**config.mk**
```make
export PLATFORM = sky130hd
export DESIGN_NAME = ifd_field_decoder
export DESIGN_NICKNAME = d
export VERILOG_FILES = /design/src/hdl/ifd_field_decoder.v
export VERILOG_INCLUDE_DIRS = /design/src /design/src/hdl
export SDC_FILE = /design/constraint.sdc
export NUM_CORES = 1
export LEC_CHECK = 0
export ABC_AREA = 0
export BUFFER_PORTS_ARGS = -buffer_cell sky130_fd_sc_hd__buf_2
export CAP_MARGIN = 10
export CELL_PAD_IN_SITES_DETAIL_PLACEMENT = 1
export CELL_PAD_IN_SITES_GLOBAL_PLACEMENT = 1
export CORE_UTILIZATION = 42
export CTS_BUF_LIST = sky130_fd_sc_hd__clkbuf_4 sky130_fd_sc_hd__clkbuf_8
export CTS_CLUSTER_DIAMETER = 150
export DETAILED_ROUTE_END_ITERATION = 10
export GPL_TIMING_DRIVEN = 0
export MAX_ROUTING_LAYER = met4
export PLACE_DENSITY_LB_ADDON = 0.1
export REMOVE_ABC_BUFFERS = 1
export SYNTH_ARGS = -nofsm -noshare
export SYNTH_HDL_FRONTEND = slang
export SYNTH_SLANG_ARGS = --single-unit
```
**constraint.sdc**
```tcl
create_clock -name REF_CLK_I -period 4.3 [get_ports REF_CLK_I]
set_clock_uncertainty 0.05 [all_clocks]
set_input_delay 0.43 -clock REF_CLK_I [delete_from_list [all_inputs] [get_ports REF_CLK_I]]
set_output_delay 0.43 -clock REF_CLK_I [all_outputs]
set_load 0.005 [all_outputs]
```
**src/hdl/ifd_consts.vh**
```
// Constants for the instruction operand field decoder
`ifndef IFD_CONSTS_VH
`define IFD_CONSTS_VH

// Field positions within the 16-bit instruction word
`define IFD_OP_HI        15
`define IFD_OP_LO        12
`define IFD_NF_HI        11
`define IFD_NF_LO        8
`define IFD_MF_HI        7
`define IFD_MF_LO        4
`define IFD_LO_HI        3
`define IFD_LO_LO        0

// Format codes
`define IFD_FMT_ZERO     4'h0
`define IFD_FMT_N        4'h1
`define IFD_FMT_M        4'h2
`define IFD_FMT_NM       4'h3
`define IFD_FMT_MD       4'h4
`define IFD_FMT_ND4      4'h5
`define IFD_FMT_NMD      4'h6
`define IFD_FMT_D        4'h7
`define IFD_FMT_D12      4'h8
`define IFD_FMT_ND8      4'h9
`define IFD_FMT_I        4'ha
`define IFD_FMT_NI       4'hb
`define IFD_FMT_BAD      4'hf

// Operand usage codes
`define IFD_MODE_NONE    4'h0
`define IFD_MODE_DIRECT  4'h1
`define IFD_MODE_IND     4'h2
`define IFD_MODE_POSTINC 4'h3
`define IFD_MODE_PREDEC  4'h4
`define IFD_MODE_DISP4   4'h5
`define IFD_MODE_ZIDX    4'h6
`define IFD_MODE_GBP_DSP 4'h7
`define IFD_MODE_GBP_IDX 4'h8
`define IFD_MODE_PC_DISP 4'h9
`define IFD_MODE_PC_REL  4'ha
`define IFD_MODE_CTRL    4'hb
`define IFD_MODE_ACCUM   4'hc
`define IFD_MODE_IMM     4'hd
`define IFD_MODE_ZREG    4'he

// Implicit index register zero
`define IFD_REG_ZERO     4'h0

`endif

```
**src/hdl/ifd_field_decoder.v**
```verilog
// Operand field decoder for 16-bit instruction words
`timescale 1ns/100ps
`include "ifd_consts.vh"

module ifd_field_decoder (
    input  wire        REF_CLK_I,
    input  wire        SYS_RST_I,
    input  wire        CLK_EN_I,
    input  wire        INSN_VALID_I,
    input  wire [15:0] INSN_WORD_I,
    output wire        DEC_VALID_O,
    output wire [3:0]  FMT_O,
    output wire [3:0]  DEST_REG_O,
    output wire [3:0]  DEST_MODE_O,
    output wire [3:0]  SRC_REG_O,
    output wire [3:0]  SRC_MODE_O,
    output wire [3:0]  SRC2_REG_O,
    output wire [3:0]  SRC2_MODE_O,
    output wire [11:0] DISP_O,
    output wire [31:0] IMM_O,
    output wire        ILLEGAL_O
);

    wire [3:0] op = INSN_WORD_I[`IFD_OP_HI:`IFD_OP_LO];
    wire [3:0] nf = INSN_WORD_I[`IFD_NF_HI:`IFD_NF_LO];
    wire [3:0] mf = INSN_WORD_I[`IFD_MF_HI:`IFD_MF_LO];
    wire [3:0] lo = INSN_WORD_I[`IFD_LO_HI:`IFD_LO_LO];
    wire [7:0] lb = INSN_WORD_I[7:0];

    reg        valid_r;
    reg        illegal_r;
    reg [71:0] dec_r;

    reg [3:0]  fmt_nxt;
    reg [3:0]  dst_nxt;
    reg [3:0]  dmode_nxt;
    reg [3:0]  src_nxt;
    reg [3:0]  smode_nxt;
    reg [3:0]  src2_nxt;
    reg [3:0]  s2mode_nxt;
    reg [11:0] disp_nxt;
    reg [31:0] imm_nxt;

    // Packed so that reset and load touch one register
    wire [71:0] dec_nxt = {fmt_nxt, dst_nxt, dmode_nxt, src_nxt, smode_nxt,
                           src2_nxt, s2mode_nxt, disp_nxt, imm_nxt};

    always @* begin
        fmt_nxt    = `IFD_FMT_BAD;
        dst_nxt    = `IFD_REG_ZERO;
        dmode_nxt  = `IFD_MODE_NONE;
        src_nxt    = `IFD_REG_ZERO;
        smode_nxt  = `IFD_MODE_NONE;
        src2_nxt   = `IFD_REG_ZERO;
        s2mode_nxt = `IFD_MODE_NONE;
        disp_nxt   = 12'h000;
        imm_nxt    = 32'h0000_0000;
        case (op)
            4'h0: begin
                if (lo == 4'h4 || lo == 4'h5 || lo == 4'h6) begin
                    fmt_nxt   = `IFD_FMT_NM;
                    dst_nxt   = nf;
                    dmode_nxt = `IFD_MODE_ZIDX;
                    src_nxt   = mf;
                    smode_nxt = `IFD_MODE_DIRECT;
                end else if (lo == 4'hc || lo == 4'hd || lo == 4'he) begin
                    fmt_nxt   = `IFD_FMT_NM;
                    dst_nxt   = nf;
                    dmode_nxt = `IFD_MODE_DIRECT;
                    src_nxt   = mf;
                    smode_nxt = `IFD_MODE_ZIDX;
                end else if (lo == 4'h7) begin
                    fmt_nxt    = `IFD_FMT_NM;
                    dmode_nxt  = `IFD_MODE_ACCUM;
                    src_nxt    = mf;
                    smode_nxt  = `IFD_MODE_DIRECT;
                    src2_nxt   = nf;
                    s2mode_nxt = `IFD_MODE_DIRECT;
                end else if (lo == 4'hf) begin
                    fmt_nxt    = `IFD_FMT_NM;
                    dmode_nxt  = `IFD_MODE_ACCUM;
                    src_nxt    = mf;
                    smode_nxt  = `IFD_MODE_POSTINC;
                    src2_nxt   = nf;
                    s2mode_nxt = `IFD_MODE_POSTINC;
                end else if (lo == 4'h2 || lo == 4'ha ||
                             (lo == 4'h9 && mf == 4'h2)) begin
                    fmt_nxt   = `IFD_FMT_N;
                    dst_nxt   = nf;
                    dmode_nxt = `IFD_MODE_DIRECT;
                    smode_nxt = (lo == 4'h9) ? `IFD_MODE_NONE
                                             : `IFD_MODE_CTRL;
                end else if (lo == 4'h3) begin
                    fmt_nxt   = `IFD_FMT_M;
                    src_nxt   = nf;
                    smode_nxt = `IFD_MODE_PC_REL;
                end else if ((lo == 4'h8 || lo == 4'h9 || lo == 4'hb)
                             && nf == 4'h0) begin
                    fmt_nxt = `IFD_FMT_ZERO;
                end
            end
            4'h1, 4'h5: begin
                // Three fields; opcode bit 2 moves the displacement
                fmt_nxt   = `IFD_FMT_NMD;
                dst_nxt   = nf;
                src_nxt   = mf;
                dmode_nxt = op[2] ? `IFD_MODE_DIRECT : `IFD_MODE_DISP4;
                smode_nxt = op[2] ? `IFD_MODE_DISP4 : `IFD_MODE_DIRECT;
                disp_nxt  = {8'h00, lo};
            end
            4'h2, 4'h3, 4'h6: begin
                fmt_nxt   = `IFD_FMT_NM;
                dst_nxt   = nf;
                dmode_nxt = `IFD_MODE_DIRECT;
                src_nxt   = mf;
                smode_nxt = `IFD_MODE_DIRECT;
                if (op == 4'h2 && lo <= 4'h2)
                    dmode_nxt = `IFD_MODE_IND;
                else if (op == 4'h2 && lo >= 4'h4 && lo <= 4'h6)
                    dmode_nxt = `IFD_MODE_PREDEC;
                else if (op == 4'h6 && lo >= 4'h4 && lo <= 4'h6)
                    smode_nxt = `IFD_MODE_POSTINC;
            end
            4'h4: begin
                if (lo == 4'hf) begin
                    fmt_nxt    = `IFD_FMT_NM;
                    dmode_nxt  = `IFD_MODE_ACCUM;
                    src_nxt    = mf;
                    smode_nxt  = `IFD_MODE_POSTINC;
                    src2_nxt   = nf;
                    s2mode_nxt = `IFD_MODE_POSTINC;
                end else if (lo == 4'h2 || lo == 4'h3) begin
                    fmt_nxt   = `IFD_FMT_N;
                    dst_nxt   = nf;
                    dmode_nxt = `IFD_MODE_PREDEC;
                    smode_nxt = `IFD_MODE_CTRL;
                end else if (lo == 4'h6 || lo == 4'h7) begin
                    fmt_nxt   = `IFD_FMT_M;
                    src_nxt   = nf;
                    smode_nxt = `IFD_MODE_POSTINC;
                    dmode_nxt = `IFD_MODE_CTRL;
                end else if (lo == 4'ha || lo == 4'he) begin
                    fmt_nxt   = `IFD_FMT_M;
                    src_nxt   = nf;
                    smode_nxt = `IFD_MODE_DIRECT;
                    dmode_nxt = `IFD_MODE_CTRL;
                end else if (lo == 4'hb) begin
                    fmt_nxt   = `IFD_FMT_M;
                    src_nxt   = nf;
                    smode_nxt = `IFD_MODE_IND;
                end else begin
                    fmt_nxt   = `IFD_FMT_N;
                    dst_nxt   = nf;
                    dmode_nxt = `IFD_MODE_DIRECT;
                end
            end
            4'h7, 4'he: begin
                fmt_nxt   = `IFD_FMT_NI;
                dst_nxt   = nf;
                dmode_nxt = `IFD_MODE_DIRECT;
                smode_nxt = `IFD_MODE_IMM;
                imm_nxt   = {{24{lb[7]}}, lb};
            end
            4'h8: begin
                if (nf == 4'h0 || nf == 4'h1) begin
                    fmt_nxt   = `IFD_FMT_ND4;
                    dst_nxt   = mf;
                    dmode_nxt = `IFD_MODE_DISP4;
                    smode_nxt = `IFD_MODE_ZREG;
                    disp_nxt  = {8'h00, lo};
                end else if (nf == 4'h4 || nf == 4'h5) begin
                    fmt_nxt   = `IFD_FMT_MD;
                    src_nxt   = mf;
                    smode_nxt = `IFD_MODE_DISP4;
                    dmode_nxt = `IFD_MODE_ZREG;
                    disp_nxt  = {8'h00, lo};
                end else if (nf == 4'h8) begin
                    fmt_nxt   = `IFD_FMT_I;
                    smode_nxt = `IFD_MODE_IMM;
                    dmode_nxt = `IFD_MODE_ZREG;
                    imm_nxt   = {{24{lb[7]}}, lb};
                end else if (nf[0]) begin
                    fmt_nxt   = `IFD_FMT_D;
                    smode_nxt = `IFD_MODE_PC_REL;
                    disp_nxt  = {4'h0, lb};
                end
            end
            4'h9, 4'hd: begin
                fmt_nxt   = `IFD_FMT_ND8;
                dst_nxt   = nf;
                dmode_nxt = `IFD_MODE_DIRECT;
                smode_nxt = `IFD_MODE_PC_DISP;
                disp_nxt  = {4'h0, lb};
            end
            4'ha, 4'hb: begin
                fmt_nxt   = `IFD_FMT_D12;
                smode_nxt = `IFD_MODE_PC_REL;
                disp_nxt  = INSN_WORD_I[11:0];
            end
            4'hc: begin
                fmt_nxt  = `IFD_FMT_D;
                disp_nxt = {4'h0, lb};
                if (nf <= 4'h2) begin
                    smode_nxt = `IFD_MODE_ZREG;
                    dmode_nxt = `IFD_MODE_GBP_DSP;
                end else if (nf == 4'h3) begin
                    // Trap vector number is scaled by four
                    fmt_nxt   = `IFD_FMT_I;
                    disp_nxt  = 12'h000;
                    smode_nxt = `IFD_MODE_IMM;
                    imm_nxt   = {22'h000000, lb, 2'b00};
                end else if (nf <= 4'h6) begin
                    smode_nxt = `IFD_MODE_GBP_DSP;
                    dmode_nxt = `IFD_MODE_ZREG;
                end else if (nf == 4'h7) begin
                    smode_nxt = `IFD_MODE_PC_DISP;
                    dmode_nxt = `IFD_MODE_ZREG;
                end else begin
                    // Logic immediates are zero-extended
                    fmt_nxt   = `IFD_FMT_I;
                    disp_nxt  = 12'h000;
                    smode_nxt = `IFD_MODE_IMM;
                    imm_nxt   = {24'h000000, lb};
                    dmode_nxt = nf[2] ? `IFD_MODE_GBP_IDX : `IFD_MODE_ZREG;
                end
            end
            default: fmt_nxt = `IFD_FMT_BAD;
        endcase
    end

    // Outputs hold the last decode while no word is offered
    always @(posedge REF_CLK_I) begin
        if (SYS_RST_I) begin
            // Every reset code is zero, so one clear covers all fields
            valid_r   <= 1'b0;
            illegal_r <= 1'b0;
            dec_r     <= 72'h0;
        end else if (CLK_EN_I) begin
            valid_r <= INSN_VALID_I;
            if (INSN_VALID_I) begin
                dec_r     <= dec_nxt;
                // Own flop so the flag leaves no decode gate on the pin
                illegal_r <= (fmt_nxt == `IFD_FMT_BAD);
            end
        end
    end

    assign DEC_VALID_O = valid_r;
    assign FMT_O       = dec_r[71:68];
    assign DEST_REG_O  = dec_r[67:64];
    assign DEST_MODE_O = dec_r[63:60];
    assign SRC_REG_O   = dec_r[59:56];
    assign SRC_MODE_O  = dec_r[55:52];
    assign SRC2_REG_O  = dec_r[51:48];
    assign SRC2_MODE_O = dec_r[47:44];
    assign DISP_O      = dec_r[43:32];
    assign IMM_O       = dec_r[31:0];
    assign ILLEGAL_O   = illegal_r;

endmodule

```
==> reports/metrics.csv, run 1 <==
metric;value;unit
setup_viol_count_final;0;
dp.cells;550;
worstRegToRegCells;3;
synth_cells;420;
cap_violations;0;
insertedDiodeCount;0;
dp_slack;1.666;ns
synthTopCellsByCount;dfxtp_1, nor2_1, nand2_1;
htreeDepth;2;
seqCellArea;0.001021;mm^2
hold_depth;3;
clkTransAtPathRegs;0.10;ns
synth_area_leader_cell;dfxtp_1;
antenna_left;0;
slew_headroom;0.4057;
cts-resized-gates;0;
synth_async_sr_flop_share;0;
cts_tree;done;
r2r-end;dec_r[54];
overflow;0;
setup_ws;1.964;ns
hold_viol_final;0;
grt_pass1_wl;17.82;mm
fillers;978;
r2r_slack;3.23;ns
synth_seq_cells;51;
synth-edff-count;0;
crit_type;input port to flip-flop;
slew_violations;0;
wire_per_inst;19.69;um
die_h;89.94;um
arrival;2.45;ns
clockRootBuffer;clkbuf_8;
firstDrtPassIters;4;
syn-cell-area;0.003248;mm^2
yosysSeqAreaShare;0.3143;
final_cells;558;
routabilityCongestion;0.9716;
routed-via-count;3417;
fin_nets;478;
route.detailed.drc;0;
grt_pass1_vias;3242;
status;finished clean;
die-area;0.008089;mm^2
wl;10.99;mm
yosysMostFrequentCell;dfxtp_1;
drive_gt1_frac;0.2397;
grt_max_degree;50;
ys_types;63;
clock_sinks;51;
syn_area_per_cell;7.734;um^2
critPathMaxFanout;26;
timing.fmax;0.4281;GHz
finalCritPeriodShare;0.5432;
startpoint_type;input port;
irDropWorstVdd;0.0001265;V
drt-initial-drc-count;280;
core;0.007370;mm^2
tightest_slew;0.8882;ns
rsz0062_at_grt;no;
synth_area_leaders;dfxtp_1, buf_4, a21oi_1, nor2_1, nand2_1;
start_util;0.4407;
fin_crit;2.336;ns
multi_input_area;0.001883;mm^2
synth_ff_type;dfxtp_1;
crit_path_end_kind;flip-flop;
hold_end;DEC_VALID_O;
ys_warn_count;0;
cts_hold_buffers;0;
fin_util;0.4903;
rows;31;
power.density;273.5;mW/mm^2
finalSetupTns;0;ns
port_buffers;91;
required;4.41;ns
min-delay-start;INSN_VALID_I;
grt_usage;0.2816;
clk_latency;0.31;ns
dp_hpwl;7.408;mm
total_power;988.3;uW
clockBufferDepth;2;
r2r_start;dec_r[54];
leakage;1.484;nW
vias_per_cell;6.124;
synth_top_area_share;0.3143;
pin_count;94;
die_w;89.94;um
hold_class;input port to flip-flop;
antenna_found_initial;0;
area_growth;11.25;%
cts_setup_buffers;0;
cts_buffers;5;
[final cells by class]
cell class / instances / share of cell area
multi-input cells: 305 / 0.5211
inverters: 3 / 0.003116
flip-flops and latches: 51 / 0.2825
well taps: 99 / 0.03428
repair buffers: 92 / 0.1316
clock inverters: 2 / 0.004501
clock buffers: 6 / 0.02285
[power by group]
part           total (mW)  switching, mW  internal (mW)
clock network       0.309          0.177          0.132
registers           0.489        0.00596          0.483
logic               0.190          0.129         0.0611
total               0.988          0.312          0.676
[how the worst max path moves through the flow]
stage,slack (ns),endpoint,start,depth (start not counted)
floorplan,2.21,dec_r[56],CLK_EN_I,5
global placement,1.28,dec_r[67],CLK_EN_I,6
detailed placement,1.67,dec_r[68],INSN_WORD_I[11],6
CTS,2.00,dec_r[68],INSN_WORD_I[11],6
global route,1.82,dec_r[9],INSN_WORD_I[15],6
finish,1.96,dec_r[68],INSN_WORD_I[11],6
[metal layers]
metal / track usage / wire length [um] / vias up
li1: - / - / 1629
met1: 0.3743 / 4953 / 1626
met2: 0.4513 / 5191 / 148
met3: 0.04230 / 653 / 14
met4: 0.06855 / 189 / 0
met5: - / 0 / -
[registers in the layout, indices dropped and copies added, names as in the netlist]
register	cells
DEC_VALID_O	1
ILLEGAL_O	1
dec_r	49
[stage by stage]
step / hold WS, ns / cell area [um^2]
after floorplan: 0.3922 / 2913
after global placement: 0.3868 / 3492
after detailed placement: 0.4029 / 3515
after CTS: 0.3500 / 3613
after global routing: 0.3488 / 3613
final: 0.3567 / 3613
[layout by cell type (no fill, tap or decap), types with 3 or more instances in the layout]
master | synthesis | layout
a32oi_1 | 4 | 4
and2_0 | 3 | 3
a21boi_0 | 3 | 3
nor2b_1 | 8 | 8
clkbuf_8 | 0 | 6
buf_2 | 4 | 91
and3_1 | 8 | 8
nor4b_1 | 3 | 3
o21ai_0 | 15 | 15
inv_1 | 3 | 3
and2_1 | 4 | 4
nand2_1 | 35 | 34
o22ai_1 | 6 | 6
a222oi_1 | 3 | 3
o2bb2ai_1 | 4 | 4
a22oi_1 | 8 | 8
nand3b_1 | 4 | 4
nand2b_1 | 9 | 9
a311oi_1 | 6 | 6
o211ai_1 | 4 | 4
or2_2 | 3 | 3
nor3_1 | 17 | 17
a22o_1 | 8 | 8
dfxtp_1 | 51 | 51
a221oi_1 | 6 | 6
nor2_1 | 40 | 40
nand3_1 | 7 | 7
a21oi_1 | 30 | 30
nor4_1 | 4 | 4
a211oi_1 | 9 | 9
nor3b_1 | 4 | 4
a221o_1 | 6 | 6
or3_1 | 3 | 3
a31oi_1 | 6 | 6
[cells by family after synthesis]
kind of cell | share of synthesized area
simple gates | 0.2643
compound gates | 0.3008
buf+inv | 0.1079
flops | 0.3143
xor+xnor | 0.005394
mux | 0.006164
other cells | 0.001155
[worst max-delay path, cell delays in order]
cell       delay, ns
buf_2           0.24
nor2_1          0.43
a32o_1          0.31
or3b_1          0.37
a2111oi_0       0.53
a211oi_1        0.13
No activity file was read; power rests on OpenSTA's default activity.
==> inputs of run 2 (changes only) <==
- CORE_UTILIZATION: 42 -> 35
- clock period: 4.3 -> 2.05 ns (I/O delays scaled with it)
==> reports/metrics.csv, run 2 (synthesized netlist as in run 1, its figures left out) <==
metric;value;unit;change
fin_crit;1.926;ns;
startpoint_type;input port;;
internal-power;1.422;mW;+110%
required;2.25;ns;-2.16 ns
drt-initial-drc-count;190;;-32%
port_buffers;91;;unchanged
antenna_found_initial;0;;unchanged
cap_violations;0;;unchanged
crit_type;input port to flip-flop;;
fillers;1112;;+14%
die_h;98.34;um;+9.3%
finalCritPeriodShare;0.9395;;
clkTransAtPathRegs;0.10;ns;about the same
swShare;0.3175;;+0.001611
final_cell_mix;buf_2, dfxtp_1, nor2_1;;
routed-via-count;3384;;-0.97%
clockRootBuffer;clkbuf_8;;
core;0.008848;mm^2;+20%
wl;11.51;mm;+4.8%
leakage;1.495;nW;+0.78%
overflow;0;;unchanged
hold_class;input port to flip-flop;;
irDropWorstVdd;0.0003985;V;+220%
grt_pass1_wl;18.66;mm;+4.8%
dp_hpwl;7.990;mm;+7.8%
arrival;2.13;ns;-0.32 ns
clock_sinks;51;;unchanged
clockBufferDepth;2;;unchanged
final_cells;567;;+1.6%
critPathTopFamily;simple AND/OR/NAND/NOR gates;;
route.detailed.drc;1;;+1
max_stage_delay;0.88;ns;+0.35 ns
rows;34;;+9.7%
holdWs;0.1490;ns;-0.2077 ns
worstPathCellList;buf_2 -> nor4_1 -> a32oi_1 -> nor2_1 -> a221o_1;;
die-area;0.009670;mm^2;+20%
htreeDepth;2;;unchanged
die_w;98.34;um;+9.3%
critPathBufInv;1;;unchanged
fin_area;0.003679;mm^2;+1.8%
p_sw;661.5;uW;+110%
placed_area;0.003526;mm^2;+0.32%
antenna_left;0;;unchanged
fin_nets;478;;unchanged
rsz0062_at_grt;no;;
slew_headroom;0.3790;;-0.02664
status;finished, violations left;;
cts_setup_buffers;0;;unchanged
largest_register;dec_r;;
area_growth;13.25;%;
wire_per_inst;20.30;um;+3.1%
vias_per_cell;5.968;;-2.5%
total_power;2.083;mW;+110%
mostFrequentLayoutCell;buf_2;;
largest_register_ff_count;49;;unchanged
clkPwrFrac;0.310;;-0.003
cts_buffers;5;;unchanged
start_util;0.3671;;-0.07367
drive_gt1_frac;0.2593;;+0.01961
insertedDiodeCount;0;;unchanged
dp.cells;559;;+1.6%
cts_hold_buffers;0;;unchanged
hold_viol_final;0;;unchanged
cts_tree;done;;
clk_latency;0.30;ns;about the same
tightest_slew;0.9230;ns;+0.03473 ns
crit_slowest_cell;nor4_1;;
slew_violations;0;;unchanged
setup_viol_count_final;0;;unchanged
power.density;566.3;mW/mm^2;+110%
grt_usage;0.2531;;-0.02849
cts-resized-gates;0;;unchanged
routabilityCongestion;0.8936;;-8.0%
firstDrtPassIters;11;;+7
grt_max_degree;42;;-16%
critPathMaxFanout;37;;+42%
combPwrFrac;0.197;;+0.005
failed_checks;design-rule violations;;
grt_pass1_vias;3414;;+5.3%
pwr-share-seq;0.493;;-0.002
crit_path_end_kind;flip-flop;;
pin_count;94;;unchanged
timing.fmax;0.5192;GHz;
[run 2: cell counts in the layout (fill, tap and decap cells not counted)]
Identical to the previous run, type by type.
[run 2: path summary, 6_finish.rpt]
check                       start           to  slack (ns)  cells after the start
setup / recovery  INSN_WORD_I[14]    dec_r[56]        0.12                      5
hold / removal           CLK_EN_I  DEC_VALID_O        0.15                      3
setup reg to reg        dec_r[54]    dec_r[54]        0.98                      3
hold reg to reg         dec_r[63]    dec_r[63]        0.41                      2
[run 2: stage by stage]
stage	setup slack, ns	setup TNS, ns	util
after CTS	0.009659	0	0.4096
after floorplan	0.1825	0	-
after global routing	0.005607	0	0.4157
after global placement	-0.7936	-21.30	0.3959
after detailed placement	-0.3121	-7.062	0.3985
final	0.1240	0	0.4157
[run 2: tightest hold or removal path, cell delays in order]
cell and delay [ns]:
buf_2 0.10, nand2b_1 0.10, a21oi_1 0.06
[run 2: layer usage]
layer	GRT usage	up-vias	share of wire
met5	-	-	0
met4	0.04707	0	0.0077
met3	0.03651	9	0.039
met2	0.4193	96	0.49
met1	0.3300	1657	0.47
li1	-	1622	-
[run 2: cell type report]
class,instances,area (um^2),area share
Clock buffer,6,82.58,0.02245
Clock inverter,2,16.27,0.004422
Inverter,3,11.26,0.003061
Multi-Input combinational cell,305,1937,0.5265
Sequential cell,51,1021,0.2776
Tap cell,108,135.1,0.03673
Timing Repair Buffer,92,475.5,0.1293
[run 2: power by group through the flow]
stage | Sequential, mW | Clock (mW) | Combinational, mW
2_1_floorplan | 1.05 | 0 | 0.187
3_3_place_gp | 1.05 | 0 | 0.390
3_5_place_dp | 1.05 | 0 | 0.399
4_1_cts | 1.03 | 0.668 | 0.401
5_1_grt | 1.03 | 0.702 | 0.455
6_report | 1.03 | 0.646 | 0.411
